--- src/verilog/mtr_pkg.sv ---
// Purpose: Shared constants for the memory type resolver.
// Assumes: Eight-bit type encodings, 64-bit attribute and capability words.
// Notes:   Positions, encodings and reset values are named here only.
package mtr_pkg;
  // Memory type encodings.
  localparam logic [7:0] MT_UC      = 8'h00;
  localparam logic [7:0] MT_WC      = 8'h01;
  localparam logic [7:0] MT_WT      = 8'h04;
  localparam logic [7:0] MT_WP      = 8'h05;
  localparam logic [7:0] MT_WB      = 8'h06;
  localparam logic [7:0] MT_UC_WEAK = 8'h07;
  // Capability field positions.
  localparam int CAP_CNT_LSB = 0;
  localparam int CAP_CNT_W   = 8;
  localparam int CAP_FIX_BIT = 8;
  localparam int CAP_WC_BIT  = 10;
  // Feature bit in the identification result.
  localparam int ID_RANGE_BIT = 12;
  // Default type register fields.
  localparam int DEF_FE_BIT = 10;
  localparam int DEF_E_BIT  = 11;
  // Physical address layout.
  localparam int PA_W     = 52;
  localparam int PA_LSB   = 12;
  localparam int RANGE_W  = 40;
  localparam int MASK_V_BIT = 11;
  // First megabyte limit for fixed ranges, as address bits 51:20 all zero.
  localparam int FIXED_TOP_BIT = 20;
  // Attribute slot layout.
  localparam int SLOT_N = 8;
  localparam int SLOT_W = 8;
  localparam int SLOT_TYPE_W = 3;
  // Reset value of the attribute register, slot 0 in the low byte.
  localparam logic [63:0] ATTR_RESET = 64'h0007_0406_0007_0406;
  // Operation codes of the register port.
  typedef enum logic [1:0] {
    MTR_OP_NONE,
    MTR_OP_RD,
    MTR_OP_WR
  } mtr_op_t;
  // Register selects of the register port.
  typedef enum logic [1:0] {
    MTR_REG_CAP,
    MTR_REG_ATTR,
    MTR_REG_DEF
  } mtr_reg_t;
endpackage

--- src/verilog/mtr_resolver.sv ---
// Purpose: Resolves the effective memory type of each translated access.
// Assumes: Range registers arrive as flat ports; register port is the
//          model register read and write path of the core.
// Notes:   Result and address are registered together one cycle later.
//
// Function
// - Capability register read-only; writes fault.
// - Bits 7:0 report variable pair count.
// - Bit 8 reports fixed ranges present.
// - Bit 10 reports write-combining support.
// - Identification bit 12 set when ranges exist.
// - Cache-disable and write-through clear use range type.
// - Page cache disable gives uncacheable, but combining in a write-combining range with write-through clear.
// - Write-through page turns writeback into writethrough.
// - Write-combining range combined with page bits.
// - Mixed ranges in large page may be undefined.
// - Fixed ranges win in first megabyte.
// - Identical overlapping types keep that type.
// - Any uncacheable overlap gives uncacheable.
// - Writethrough with writeback overlap gives writethrough.
// - Other overlap mixes are undefined.
// - Sixty-four bit register of eight slots.
// - Type encodings 00,01,04,05,06 and 07.
// - Weak uncacheable acts uncacheable unless write-combining range.
// - Reserved bit writes fault.
// - Unsupported type writes fault, register unchanged.
// - Write-combining: uncached, combining, speculative reads.
// - Write-protect: shared read allocate, no write allocate.
// - Slot index from attribute, disable, through bits.
// - Reset slots begin writeback, writethrough, weak uncacheable.
// - Range matches when masked base equals masked address.
// - Global enable clear disables ranges, default uncacheable.
`timescale 1ns/1ps
`default_nettype none
module mtr_resolver
  import mtr_pkg::*;
#(
  parameter int         N_VAR    = 8,
  parameter logic       FIX_IMPL = 1'b1,
  parameter logic       WC_IMPL  = 1'b1,
  parameter logic [7:0] WC_PCD_NOWT_TYPE = MT_WC
) (
  // Clock and reset.
  input  wire logic                  clk,
  input  wire logic                  rst,
  // Model register port.
  input  wire mtr_op_t               reg_op,
  input  wire mtr_reg_t              reg_sel,
  input  wire logic [63:0]           reg_wdata,
  output logic [63:0]                reg_rdata,
  output logic                       reg_ack,
  output logic                       general_protection_fault,
  // Identification result bit.
  output logic                       id_range_feature,
  // Access from the paging unit.
  input  wire logic                  acc_valid,
  input  wire logic [PA_W-1:0]       acc_addr,
  input  wire logic                  page_attr_bit,
  input  wire logic                  page_cache_disable,
  input  wire logic                  page_write_through,
  input  wire logic                  global_cache_disable,
  // Range registers.
  input  wire logic [7:0]            fixed_type,
  input  wire logic [N_VAR*RANGE_W-1:0] range_base,
  input  wire logic [N_VAR*RANGE_W-1:0] range_mask,
  input  wire logic [N_VAR*8-1:0]    range_type,
  input  wire logic [N_VAR-1:0]      range_valid,
  // Result to the cache controller.
  output logic                       out_valid,
  output logic [PA_W-1:0]            out_addr,
  output logic [7:0]                 out_type,
  output logic                       out_cacheable,
  output logic                       out_combine_ok,
  output logic                       out_spec_read_ok,
  output logic                       out_read_alloc_shared,
  output logic                       out_write_alloc,
  output logic                       out_write_hit_inval
);
  logic [63:0] attr;
  logic [7:0]  slot_type;
  logic        attr_fault;
  logic        var_hit;
  logic [7:0]  var_type;
  logic [63:0] cap;
  logic [63:0] def_q;
  logic [63:0] def_d;

  // Read-only capability word.
  always_comb begin
    cap = '0;
    cap[CAP_CNT_LSB +: CAP_CNT_W] = CAP_CNT_W'(N_VAR);
    cap[CAP_FIX_BIT] = FIX_IMPL;
    cap[CAP_WC_BIT]  = WC_IMPL;
  end

  mtr_attr_slots u_slots (
    .clk       (clk),
    .rst       (rst),
    .wr_en     (reg_op == MTR_OP_WR && reg_sel == MTR_REG_ATTR),
    .wr_data   (reg_wdata),
    .idx       ({page_attr_bit, page_cache_disable, page_write_through}),
    .attr      (attr),
    .slot_type (slot_type),
    .wr_fault  (attr_fault)
  );

  mtr_var_merge #(.N(N_VAR)) u_merge (
    .addr        (acc_addr),
    .range_base  (range_base),
    .range_mask  (range_mask),
    .range_type  (range_type),
    .range_valid (range_valid),
    .hit         (var_hit),
    .merged      (var_type)
  );

  // Default type register: type, fixed enable and global enable.
  always_comb begin
    def_d = def_q;
    if (reg_op == MTR_OP_WR && reg_sel == MTR_REG_DEF) begin
      def_d = reg_wdata;
    end
  end

  always_ff @(posedge clk) begin
    if (rst) begin
      def_q <= '0;
    end else begin
      def_q <= def_d;
    end
  end

  // Range type from fixed, variable and default ranges.
  function automatic logic [7:0] range_lookup(input logic [63:0] def,
                                              input logic [PA_W-1:0] a,
                                              input logic hit,
                                              input logic [7:0] vt,
                                              input logic [7:0] ft);
    if (!def[DEF_E_BIT]) begin
      range_lookup = MT_UC;
    end else if (FIX_IMPL && def[DEF_FE_BIT] && a[PA_W-1:FIXED_TOP_BIT] == '0) begin
      range_lookup = ft;
    end else if (hit) begin
      range_lookup = vt;
    end else begin
      range_lookup = def[7:0];
    end
  endfunction

  // Combines the range type with the selected attribute slot.
  function automatic logic [7:0] combine(input logic [7:0] rt,
                                         input logic [7:0] pt);
    combine = MT_UC;
    if (rt == MT_UC || pt == MT_UC) begin
      combine = MT_UC;
    end else if (pt == MT_UC_WEAK) begin
      combine = (rt == MT_WC) ? MT_WC : MT_UC;
    end else if (rt == MT_WC) begin
      // A writeback, writethrough or combining page slot keeps combining; a write-protect slot gives uncacheable.
      combine = (pt == MT_WB || pt == MT_WT || pt == MT_WC) ? MT_WC : MT_UC;
    end else if (pt == MT_WC) begin
      combine = MT_WC;
    end else if (pt == MT_WB) begin
      combine = rt;
    end else if (pt == MT_WT) begin
      combine = (rt == MT_WB) ? MT_WT : rt;
    end else begin
      combine = (rt == MT_WB || rt == MT_WP) ? MT_WP : rt;
    end
  endfunction

  // Next values of the access result.
  logic             out_valid_d;
  logic [PA_W-1:0]  out_addr_d;
  logic [7:0]       out_type_d;
  logic             cach_d;
  logic             comb_d;
  logic             spec_d;
  logic             rshare_d;
  logic             walloc_d;
  logic             winv_d;
  always_comb begin
    logic [7:0] rt;
    rt = range_lookup(def_q, acc_addr, var_hit, var_type, fixed_type);
    out_valid_d = acc_valid;
    out_addr_d  = acc_addr;
    if (global_cache_disable) begin
      out_type_d = MT_UC;
    end else if (page_cache_disable && !page_write_through && !page_attr_bit &&
                 rt == MT_WC) begin
      out_type_d = WC_PCD_NOWT_TYPE; // Chosen type for this case.
    end else begin
      out_type_d = combine(rt, slot_type);
    end
    cach_d   = (out_type_d == MT_WT) || (out_type_d == MT_WP) || (out_type_d == MT_WB);
    comb_d   = (out_type_d == MT_WC);
    spec_d   = (out_type_d == MT_WC) || cach_d;
    rshare_d = (out_type_d == MT_WT) || (out_type_d == MT_WP);
    walloc_d = (out_type_d == MT_WB);
    winv_d   = (out_type_d == MT_WP);
  end

  // Next values of the register port.
  logic [63:0] rdata_d;
  logic        ack_d;
  logic        gp_d;
  always_comb begin
    rdata_d = '0;
    ack_d   = reg_op != MTR_OP_NONE;
    gp_d    = 1'b0;
    if (reg_op == MTR_OP_RD) begin
      unique case (reg_sel)
        MTR_REG_CAP:  rdata_d = cap;
        MTR_REG_ATTR: rdata_d = attr;
        MTR_REG_DEF:  rdata_d = def_q;
        default:      rdata_d = '0;
      endcase
    end else if (reg_op == MTR_OP_WR) begin
      gp_d = (reg_sel == MTR_REG_CAP) | attr_fault;
    end
  end

  // Registers every output.
  always_ff @(posedge clk) begin
    if (rst) begin
      reg_rdata <= '0;
      reg_ack   <= 1'b0;
      general_protection_fault <= 1'b0;
      id_range_feature <= 1'b0;
      out_valid <= 1'b0;
      out_addr  <= '0;
      out_type  <= MT_UC;
      out_cacheable <= 1'b0;
      out_combine_ok <= 1'b0;
      out_spec_read_ok <= 1'b0;
      out_read_alloc_shared <= 1'b0;
      out_write_alloc <= 1'b0;
      out_write_hit_inval <= 1'b0;
    end else begin
      reg_rdata <= rdata_d;
      reg_ack   <= ack_d;
      general_protection_fault <= gp_d;
      id_range_feature <= 1'b1;
      out_valid <= out_valid_d;
      out_addr  <= out_addr_d;
      out_type  <= out_type_d;
      out_cacheable <= cach_d;
      out_combine_ok <= comb_d;
      out_spec_read_ok <= spec_d;
      out_read_alloc_shared <= rshare_d;
      out_write_alloc <= walloc_d;
      out_write_hit_inval <= winv_d;
    end
  end
endmodule
`default_nettype wire

--- src/verilog/mtr_var_merge.sv ---
// Purpose: Combines the types of all matching variable ranges.
// Assumes: Base and mask vectors are flat, range n in slice n.
// Notes:   Purely combinational; the top registers the result.
`timescale 1ns/1ps
`default_nettype none
module mtr_var_merge
  import mtr_pkg::*;
#(
  parameter int N = 8
) (
  // Target address.
  input  wire logic [PA_W-1:0]      addr,
  // Range pairs.
  input  wire logic [N*RANGE_W-1:0] range_base,
  input  wire logic [N*RANGE_W-1:0] range_mask,
  input  wire logic [N*8-1:0]       range_type,
  input  wire logic [N-1:0]         range_valid,
  // Result.
  output logic                      hit,
  output logic [7:0]                merged
);
  // Folds every matching range into one type by overlap precedence.
  always_comb begin
    logic       any_uc;
    logic       only_wtwb;
    logic       any_wt;
    logic       same;
    logic [7:0] first;
    logic [RANGE_W-1:0] m;
    logic [RANGE_W-1:0] b;
    logic [7:0] t;
    m         = '0;
    b         = '0;
    t         = MT_UC;
    any_uc    = 1'b0;
    only_wtwb = 1'b1;
    any_wt    = 1'b0;
    same      = 1'b1;
    first     = MT_UC;
    hit       = 1'b0;
    for (int i = 0; i < N; i++) begin
      m = range_mask[i*RANGE_W +: RANGE_W];
      b = range_base[i*RANGE_W +: RANGE_W];
      t = range_type[i*8 +: 8];
      if (range_valid[i] && ((m & b) == (m & addr[PA_W-1:PA_LSB]))) begin
        if (!hit) begin
          first = t;
        end
        if (hit && t != first) begin
          same = 1'b0;
        end
        hit = 1'b1;
        any_uc = any_uc | (t == MT_UC);
        any_wt = any_wt | (t == MT_WT);
        only_wtwb = only_wtwb & ((t == MT_WT) | (t == MT_WB));
      end
    end
    if (same) begin
      merged = first;
    end else if (any_uc) begin
      merged = MT_UC;
    end else if (any_wt && only_wtwb) begin
      merged = MT_WT;
    end else begin
      merged = MT_UC; // Undefined mix: choose the safe type.
    end
  end
endmodule
`default_nettype wire

--- src/verilog/mtr_attr_slots.sv ---
// Purpose: Holds the eight attribute slots and checks writes to them.
// Assumes: Write strobe and data come from the top's register port.
// Notes:   A refused write leaves every slot unchanged.
`timescale 1ns/1ps
`default_nettype none
module mtr_attr_slots
  import mtr_pkg::*;
(
  // Clock and reset.
  input  wire logic        clk,
  input  wire logic        rst,
  // Write request.
  input  wire logic        wr_en,
  input  wire logic [63:0] wr_data,
  // Slot lookup.
  input  wire logic [2:0]  idx,
  // Results.
  output logic [63:0]      attr,
  output logic [7:0]       slot_type,
  output logic             wr_fault
);
  logic [63:0] attr_q;
  logic [63:0] attr_d;

  // Returns true for a type that a slot may hold.
  function automatic logic slot_ok(input logic [7:0] t);
    slot_ok = (t == MT_UC) || (t == MT_WC) || (t == MT_WT) || (t == MT_WP) ||
              (t == MT_WB) || (t == MT_UC_WEAK);
  endfunction

  // Checks each slot: upper bits are reserved, the type must be known.
  always_comb begin
    logic bad;
    bad = 1'b0;
    for (int i = 0; i < SLOT_N; i++) begin
      if (wr_data[i*SLOT_W+SLOT_TYPE_W +: SLOT_W-SLOT_TYPE_W] != '0) begin
        bad = 1'b1;
      end
      if (!slot_ok(wr_data[i*SLOT_W +: SLOT_W])) begin
        bad = 1'b1;
      end
    end
    wr_fault = wr_en & bad;
    attr_d   = (wr_en && !bad) ? wr_data : attr_q;
  end

  // Registers the slots with their reset defaults.
  always_ff @(posedge clk) begin
    if (rst) begin
      attr_q <= ATTR_RESET;
    end else begin
      attr_q <= attr_d;
    end
  end

  assign attr      = attr_q;
  assign slot_type = attr_q[idx*SLOT_W +: SLOT_W];
endmodule
`default_nettype wire

--- config.mk ---
export PLATFORM = sky130hd
export DESIGN_NAME = mtr_resolver
export DESIGN_NICKNAME = d
export VERILOG_FILES = /design/src/verilog/mtr_pkg.sv /design/src/verilog/mtr_resolver.sv /design/src/verilog/mtr_var_merge.sv /design/src/verilog/mtr_attr_slots.sv
export SDC_FILE = /design/constraint.sdc
export NUM_CORES = 1
export LEC_CHECK = 0
export ABC_AREA = 1
export ABC_CLOCK_PERIOD_IN_PS = 8220
export BUFFER_PORTS_ARGS = -buffer_cell sky130_fd_sc_hd__buf_2
export CAP_MARGIN = 20
export CORE_AREA = 2 2 383 385
export CTS_BUF_LIST = sky130_fd_sc_hd__clkbuf_16
export CTS_CLUSTER_DIAMETER = 50
export DETAILED_ROUTE_END_ITERATION = 10
export DIE_AREA = 0 0 385 387
export HOLD_SLACK_MARGIN = 0.06
export PLACE_DENSITY = 0.35
export SLEW_MARGIN = 20
export SYNTH_ARGS = -nofsm -noshare
export SYNTH_HDL_FRONTEND = slang
export SYNTH_SLANG_ARGS = --single-unit
--- constraint.sdc ---
create_clock -name clk -period 8.22 [get_ports clk]
set_clock_uncertainty 0.1 [all_clocks]
set_input_delay 1.644 -clock clk [delete_from_list [all_inputs] [get_ports clk]]
set_output_delay 1.644 -clock clk [all_outputs]
set_load 0.05 [all_outputs]
Word-level counts from Yosys, hierarchy flattened
Cells that the tools add are included.
{ "classes": {"n_addsub": 0, "multipliers": 0, "n_div": 0, "magnitude_cmp": 0, "eq_ne": 86, "n_shift": 1, "n_mux": 104, "n_bitwise": 49, "reduce_logical": 104} }
{ "ops": {"columns": ["cell", "count"], "rows": [
  ["bitwise AND 40 bit", 16],
  ["== test 8 x 3 -> 1 bit, second input constant", 56],
  ["== test 40 bit", 8],
  ["2-to-1 mux 8 bit", 37],
  ["case mux 64 bit (3 select lines)", 1],
  ["zero test 8 bit", 18],
  ["== test 8 x 1 -> 1 bit, second input constant", 11],
  ["2-to-1 mux 1 bit", 65],
  ["indexed part select 64 x 7 -> 8 bit", 1],
  ["inequality test 8 bit", 7],
  ["logical OR 1 bit", 47],
  ["nonzero test 5 bit", 8],
  ["zero test 32 bit", 1],
  ["logical AND 1 bit", 23],
  ["OR 1 bit", 23],
  ["bitwise AND 1 bit", 8],
  ["== test 2 x 1 -> 1 bit, second input constant", 2],
  ["== test 2 bit, second input constant", 2],
  ["zero test 1 bit", 3],
  ["2-to-1 mux 3 bit", 1],
  ["OR reduction 3 bit", 1],
  ["zero test 2 bit", 1],
  ["inverter 1 bit", 2],
  ["nonzero test 2 bit", 1],
  ["OR reduction 2 bit", 1]
]} }
{ "word_totals": {"regBits": 262, "latch_bits": 0, "mem_bits_rw": 0, "mem_bits_ro": 0, "in_bits": 847, "out_inout_bits": 134, "elab_cells": 359, "n_memories": 0} }

Longest topological paths before layout
{ "logic_depth": {"word_depth": 47, "depth_mapped": 42, "mapped_depth_nobuf": 40} }

Modules after synthesis
Synthesis repeated with hierarchy kept, for this count alone.
{ "unflattened": {"hier_cells": 3349, "area_unflattened_um2": 19787.7} }
{ "by_module_without_submodules": {"columns": ["module", "instances", "cells_per_inst", "area_each_um2", "seq_area_each_um2"], "rows": [
  ["mtr_var_merge", 1, 1938, 9497.9, 0.0],
  ["mtr_resolver", 1, 961, 7315.8, 3963.8],
  ["mtr_attr_slots", 1, 450, 2974.1, 1281.2]
]} }

Worst setup path before layout
No wires, ideal clock.
{ "synth_path": {"path_type": "input port to flip-flop", "from": "in acc_addr[44]", "to": "reg out_spec_read_ok", "setup_ps": 117, "arrival_ps": 4798, "required_ps": 8003, "setup_slack_ps": 3205, "path_stages": 32, "path_buffers": 2, "cell_sequence": "buf_2 buf_2 o21ai_0 a21oi_1 nor4_1 nand3b_1 nor2_8 nor2_4 nand2_4 inv_2 nand3_1 o211ai_2 nand2_1 nand2_1 nor2_1 nand2_1 nor2_2 nand3_2 nand2_2 nand3_2 a21oi_4 inv_2 nand2_2 inv_2 nand3_4 nand2_2 nor2_2 nand2_1 nand2_2 nor2_2 a21oi_2 nand2_1"} }
{ "synth_between": {"elab_chain_cells": 47, "elab_cells_between_ends": 161, "cone_classes": "22 x eq/ne; 85 x mux; 29 x bitwise; 25 x reduce/logical"} }
{ "synth_lines": {"columns": ["item", "line_no", "text"], "rows": [
  ["from (decl)", "mtr_resolver.sv:57", "input wire logic [PA_W-1:0] acc_addr,"],
  ["bitwise AND 40 bit", "mtr_var_merge.sv:45", "if (range_valid[i] && ((m & b) == (m & addr[PA_W-1:PA_LSB]))) begin"],
  ["== test 40 bit", "mtr_var_merge.sv:45", null],
  ["logical AND 1 bit", "mtr_var_merge.sv:45", null],
  ["2-to-1 mux 8 bit / 2-to-1 mux 1 bit (equally long branches)", "mtr_var_merge.sv:45", null],
  ["2-to-1 mux 8 bit", "mtr_var_merge.sv:46", "if (!hit) begin"],
  ["2-to-1 mux 8 bit (2 in series)", "mtr_var_merge.sv:45", null],
  ["2-to-1 mux 8 bit", "mtr_var_merge.sv:46", null],
  ["2-to-1 mux 8 bit (2 in series)", "mtr_var_merge.sv:45", null],
  ["(+28 left out)", null, null],
  ["2-to-1 mux 8 bit", "mtr_resolver.sv:158", "end else if (rt == MT_WC) begin"],
  ["2-to-1 mux 8 bit", "mtr_resolver.sv:156", "end else if (pt == MT_UC_WEAK) begin"],
  ["2-to-1 mux 8 bit", "mtr_resolver.sv:154", "if (rt == MT_UC || pt == MT_UC) begin"],
  ["2-to-1 mux 8 bit *", "mtr_resolver.sv:189", "end else if (page_cache_disable && !page_write_through && !page_attr_bit &&"],
  ["2-to-1 mux 8 bit *", "mtr_resolver.sv:187", "if (global_cache_disable) begin"],
  ["== test 8 x 3 -> 1 bit", "mtr_resolver.sv:195", "cach_d = (out_type_d == MT_WT) || (out_type_d == MT_WP) || (out_type_d == MT_WB);"],
  ["logical OR 1 bit (2 in series)", "mtr_resolver.sv:195", null],
  ["logical OR 1 bit *", "mtr_resolver.sv:197", "spec_d = (out_type_d == MT_WC) || cach_d;"],
  ["to (signal assigned)", "mtr_resolver.sv:249", "out_spec_read_ok <= spec_d;"],
  ["to (decl)", "mtr_resolver.sv:74", "output logic out_spec_read_ok,"]
]} }
Mark *: on every way between the ends. The rest lies on a longest branch, timed or not. The select of a mux whose other input is x is not followed.
A chain may end at the register's enable or synchronous reset.

Worst setup path after layout
{ "layout_path": {"from": "in acc_addr[15]", "to": "reg out_spec_read_ok"} }
{ "layout_between": {"elab_chain_cells": 47, "elab_cells_between_ends": 159, "cone_classes": "22 x eq/ne; 85 x mux; 29 x bitwise; 23 x reduce/logical"} }
{ "layout_lines": {"columns": ["item", "line_no"], "rows": [
  ["bitwise AND 40 bit", "mtr_var_merge.sv:45"],
  ["== test 40 bit", "mtr_var_merge.sv:45"],
  ["logical AND 1 bit", "mtr_var_merge.sv:45"],
  ["2-to-1 mux 8 bit / 2-to-1 mux 1 bit (equally long branches)", "mtr_var_merge.sv:45"],
  ["2-to-1 mux 8 bit", "mtr_var_merge.sv:46"],
  ["2-to-1 mux 8 bit (2 in series)", "mtr_var_merge.sv:45"],
  ["2-to-1 mux 8 bit", "mtr_var_merge.sv:46"],
  ["2-to-1 mux 8 bit (2 in series)", "mtr_var_merge.sv:45"],
  ["(+28 left out)", null],
  ["2-to-1 mux 8 bit", "mtr_resolver.sv:158"],
  ["2-to-1 mux 8 bit", "mtr_resolver.sv:156"],
  ["2-to-1 mux 8 bit", "mtr_resolver.sv:154"],
  ["2-to-1 mux 8 bit *", "mtr_resolver.sv:189"],
  ["2-to-1 mux 8 bit *", "mtr_resolver.sv:187"],
  ["== test 8 x 3 -> 1 bit", "mtr_resolver.sv:195"],
  ["logical OR 1 bit (2 in series)", "mtr_resolver.sv:195"],
  ["logical OR 1 bit *", "mtr_resolver.sv:197"]
]} }
Marks and branches as above.

==> metrics <==
CP Launch Type primary input; grt total ovfl 0; PostCTS Resize Cnt 0; Root Driver clkbuf_16; most common cell in the synthesized netlist nand2_1; CP endpoint kind flop; I/O Buffers 980; status complete, no violations; Crit path top cell by count nand2_1; NumNets Final 5356; MaxCap Viol Count 0; critical path fanouts, max 17; vias per cell 4.51; Fin. Hold Viols 0; Slew HR 0.113; initial DRC count 2433; setup slack, reg-to-reg 4.87 ns; DR DRC count 0; crit path kind in2reg; CTS Buf Count 53; WL/cell 28.7 um; worst hold slack 0.331 ns; share of the yosys chip area belonging to registers 0.252; global-route wire length before repair 245000 um; DPL Wire Length 159000 um; register area 5250 um^2; CTS Sinks 262; RSZ-0062 raised after global routing false; RePlAce Congestion 0.994; core area 145000 um^2; clock buffer depth 3; post-route ant nets 0; hold bufs inserted after CTS 0; layout cells sized above 1 0.281; area of the multi-input gates 13300 um^2; period utilization 0.831; Hold/Removal Path Class reg2reg; Fmax 146 MHz; Worst-Skew Late Latency 0.65 ns; ys flop type dfxtp_1; Netlist cell types 65; leakage power total 15.2 nW; # IOs 981; DRT Wirelength 187000 um; Syn Area/Cell 5.83 um^2; largest net degree at the start of global routing 102; Cell Area, Synth 20800 um^2; Synthesized Nets 4415; Synth async-reset ratio 0; top cells by area, synth dfxtp_1 25%, nand2_1 15%, nand3_1 11%, nor2_1 8.8%, inv_1 6.9%; final core occ 0.206; Total GRT Usage 0.241; peak supply drop 0.159 mV; Commonest cells post-synth 828 x nand2_1, 490 x nor2_1, 450 x nand3_1; DIE AREA 149000 um^2; setup TNS after final layout 0 ns; arrival time worst endpoint 7.25 ns; antenna violations before repair 122; die width 385 um; Max stage delay on crit path 0.46 ns; Filler cells 17100; Die Ht 387 um; vias in the first global route 28100; number of iterations in the first detailed-routing pass 5; vias after detailed routing 29400; Max Slew Vio Count 0; Worst EP required 8.64 ns; post-CTS setup buffers 0; H-tree depth 2; Syn Inst Count 3568; Pwr Density 158 nW/um^2; register bit count reported by yosys 262; Worst-path clk slew 0.06 ns; Critical-path top delay cell buf_2; yosys warns 0; Final min period 6.83 ns; Worst-Margin Slew 1.33 ns; CTS tree built; final setup fails 0; FP Rows 140; Synth area leader dfxtp_1; Initial Utilization 0.144; area delta synth->final 43.2%; number of synthesized flops with an enable pin 0; top cell type's share of synthesized area 0.252
-- critical path, delay by kind of cell --
| family | cells | cell delay, ns |
|---|---|---|
| buf+inv | 3 | 0.84 |
| compound gates | 2 | 0.30 |
| simple gates | 31 | 4.43 |
-- power by group --
| part | switching, W | internal (W) |
|---|---|---|
| combinational | 0.000794 | 0.000335 |
| clock | 0.000837 | 0.00144 |
| sequential | 0.0000120 | 0.00130 |
-- area by class of cell --
class                   instances  share of cell area
inverters                     433              0.0548
clock buffers                  53              0.0445
well taps                    1917              0.0805
repair buffers               1019               0.175
flip-flops and latches        262               0.176
diodes                         53             0.00445
clock inverters                44              0.0174
multi-input cells            2740               0.447
-- layer usage --
layer  GRT usage  vias to the layer above  share of wire
met2       0.373                     1422           0.43
met4      0.0886                       58          0.042
met5           0                        -         0.0021
met3      0.0666                      343          0.087
met1       0.317                    13900           0.44
li1            -                    13700              -
-- sequential cells by signal, indices dropped and copies added (netlist names) --
signal and flops:
out_cacheable 1, out_read_alloc_shared 1, out_spec_read_ok 1, out_write_hit_inval 1, out_valid 1, id_range_feature 1, reg_rdata 64, out_combine_ok 1
reg_ack 1, def_q 64, general_protection_fault 1, out_type 8, out_addr 52, u_slots.attr 64, out_write_alloc 1
-- cell usage in the layout, fill, tap and decap left out, types with 8 or more instances in the layout --
cell type	n
buf_2	979
nand2_1	828
nor2_1	488
nand3_1	449
inv_1	383
dfxtp_1	262
o21ai_0	233
a21oi_1	196
nand4_1	68
nor3_1	57
diode_2	53
clkbuf_16	53
inv_2	46
buf_4	39
nor4_1	38
o21ai_1	37
or2_2	26
nand3b_1	25
o21a_1	24
or2_1	22
xor2_1	22
nor2_4	17
nand3_2	15
o211ai_1	14
clkinv_1	12
a21o_1	11
a21oi_2	11
nand2_2	11
o22ai_1	11
nor2_2	10
a31oi_1	9
clkinv_2	9
o2111ai_1	8
bufinv_16	8
-- kinds of logic after synthesis --
family                    after synthesis  synth area share
AOI/OAI and AO/OA                     602             0.165
xor gates and xnor gates               27            0.0114
DFF                                   262             0.252
and+or+nand+nor                      2111             0.463
buffers and inverters                 566             0.109
-- path summary, 6_finish.rpt --
check                         startpoint                           to  cells past startpoint
hold / removal    def_q[16]$_SDFFE_PP0P_     reg_rdata[16]$_SDFF_PP0_                      2
hold reg to reg   def_q[16]$_SDFFE_PP0P_     reg_rdata[16]$_SDFF_PP0_                      2
setup / recovery            acc_addr[15]  out_spec_read_ok$_SDFF_PP0_                     36
setup reg to reg  def_q[10]$_SDFFE_PP0P_  out_spec_read_ok$_SDFF_PP0_                     18
-- metrics by stage --
stage	cell area [um^2]	std cells	setup WS [ns]	power (W)
final	29800	6521	1.39	0.00471
after global routing	29700	6481	0.941	0.00490
after CTS	29600	6468	1.46	0.00477
after detailed placement	27800	6371	0.789	0.00245
after global placement	27800	6371	0.752	0.00246
after floorplan	20800	3568	3.21	0.00180
Power figures use the tool's default switching activity.
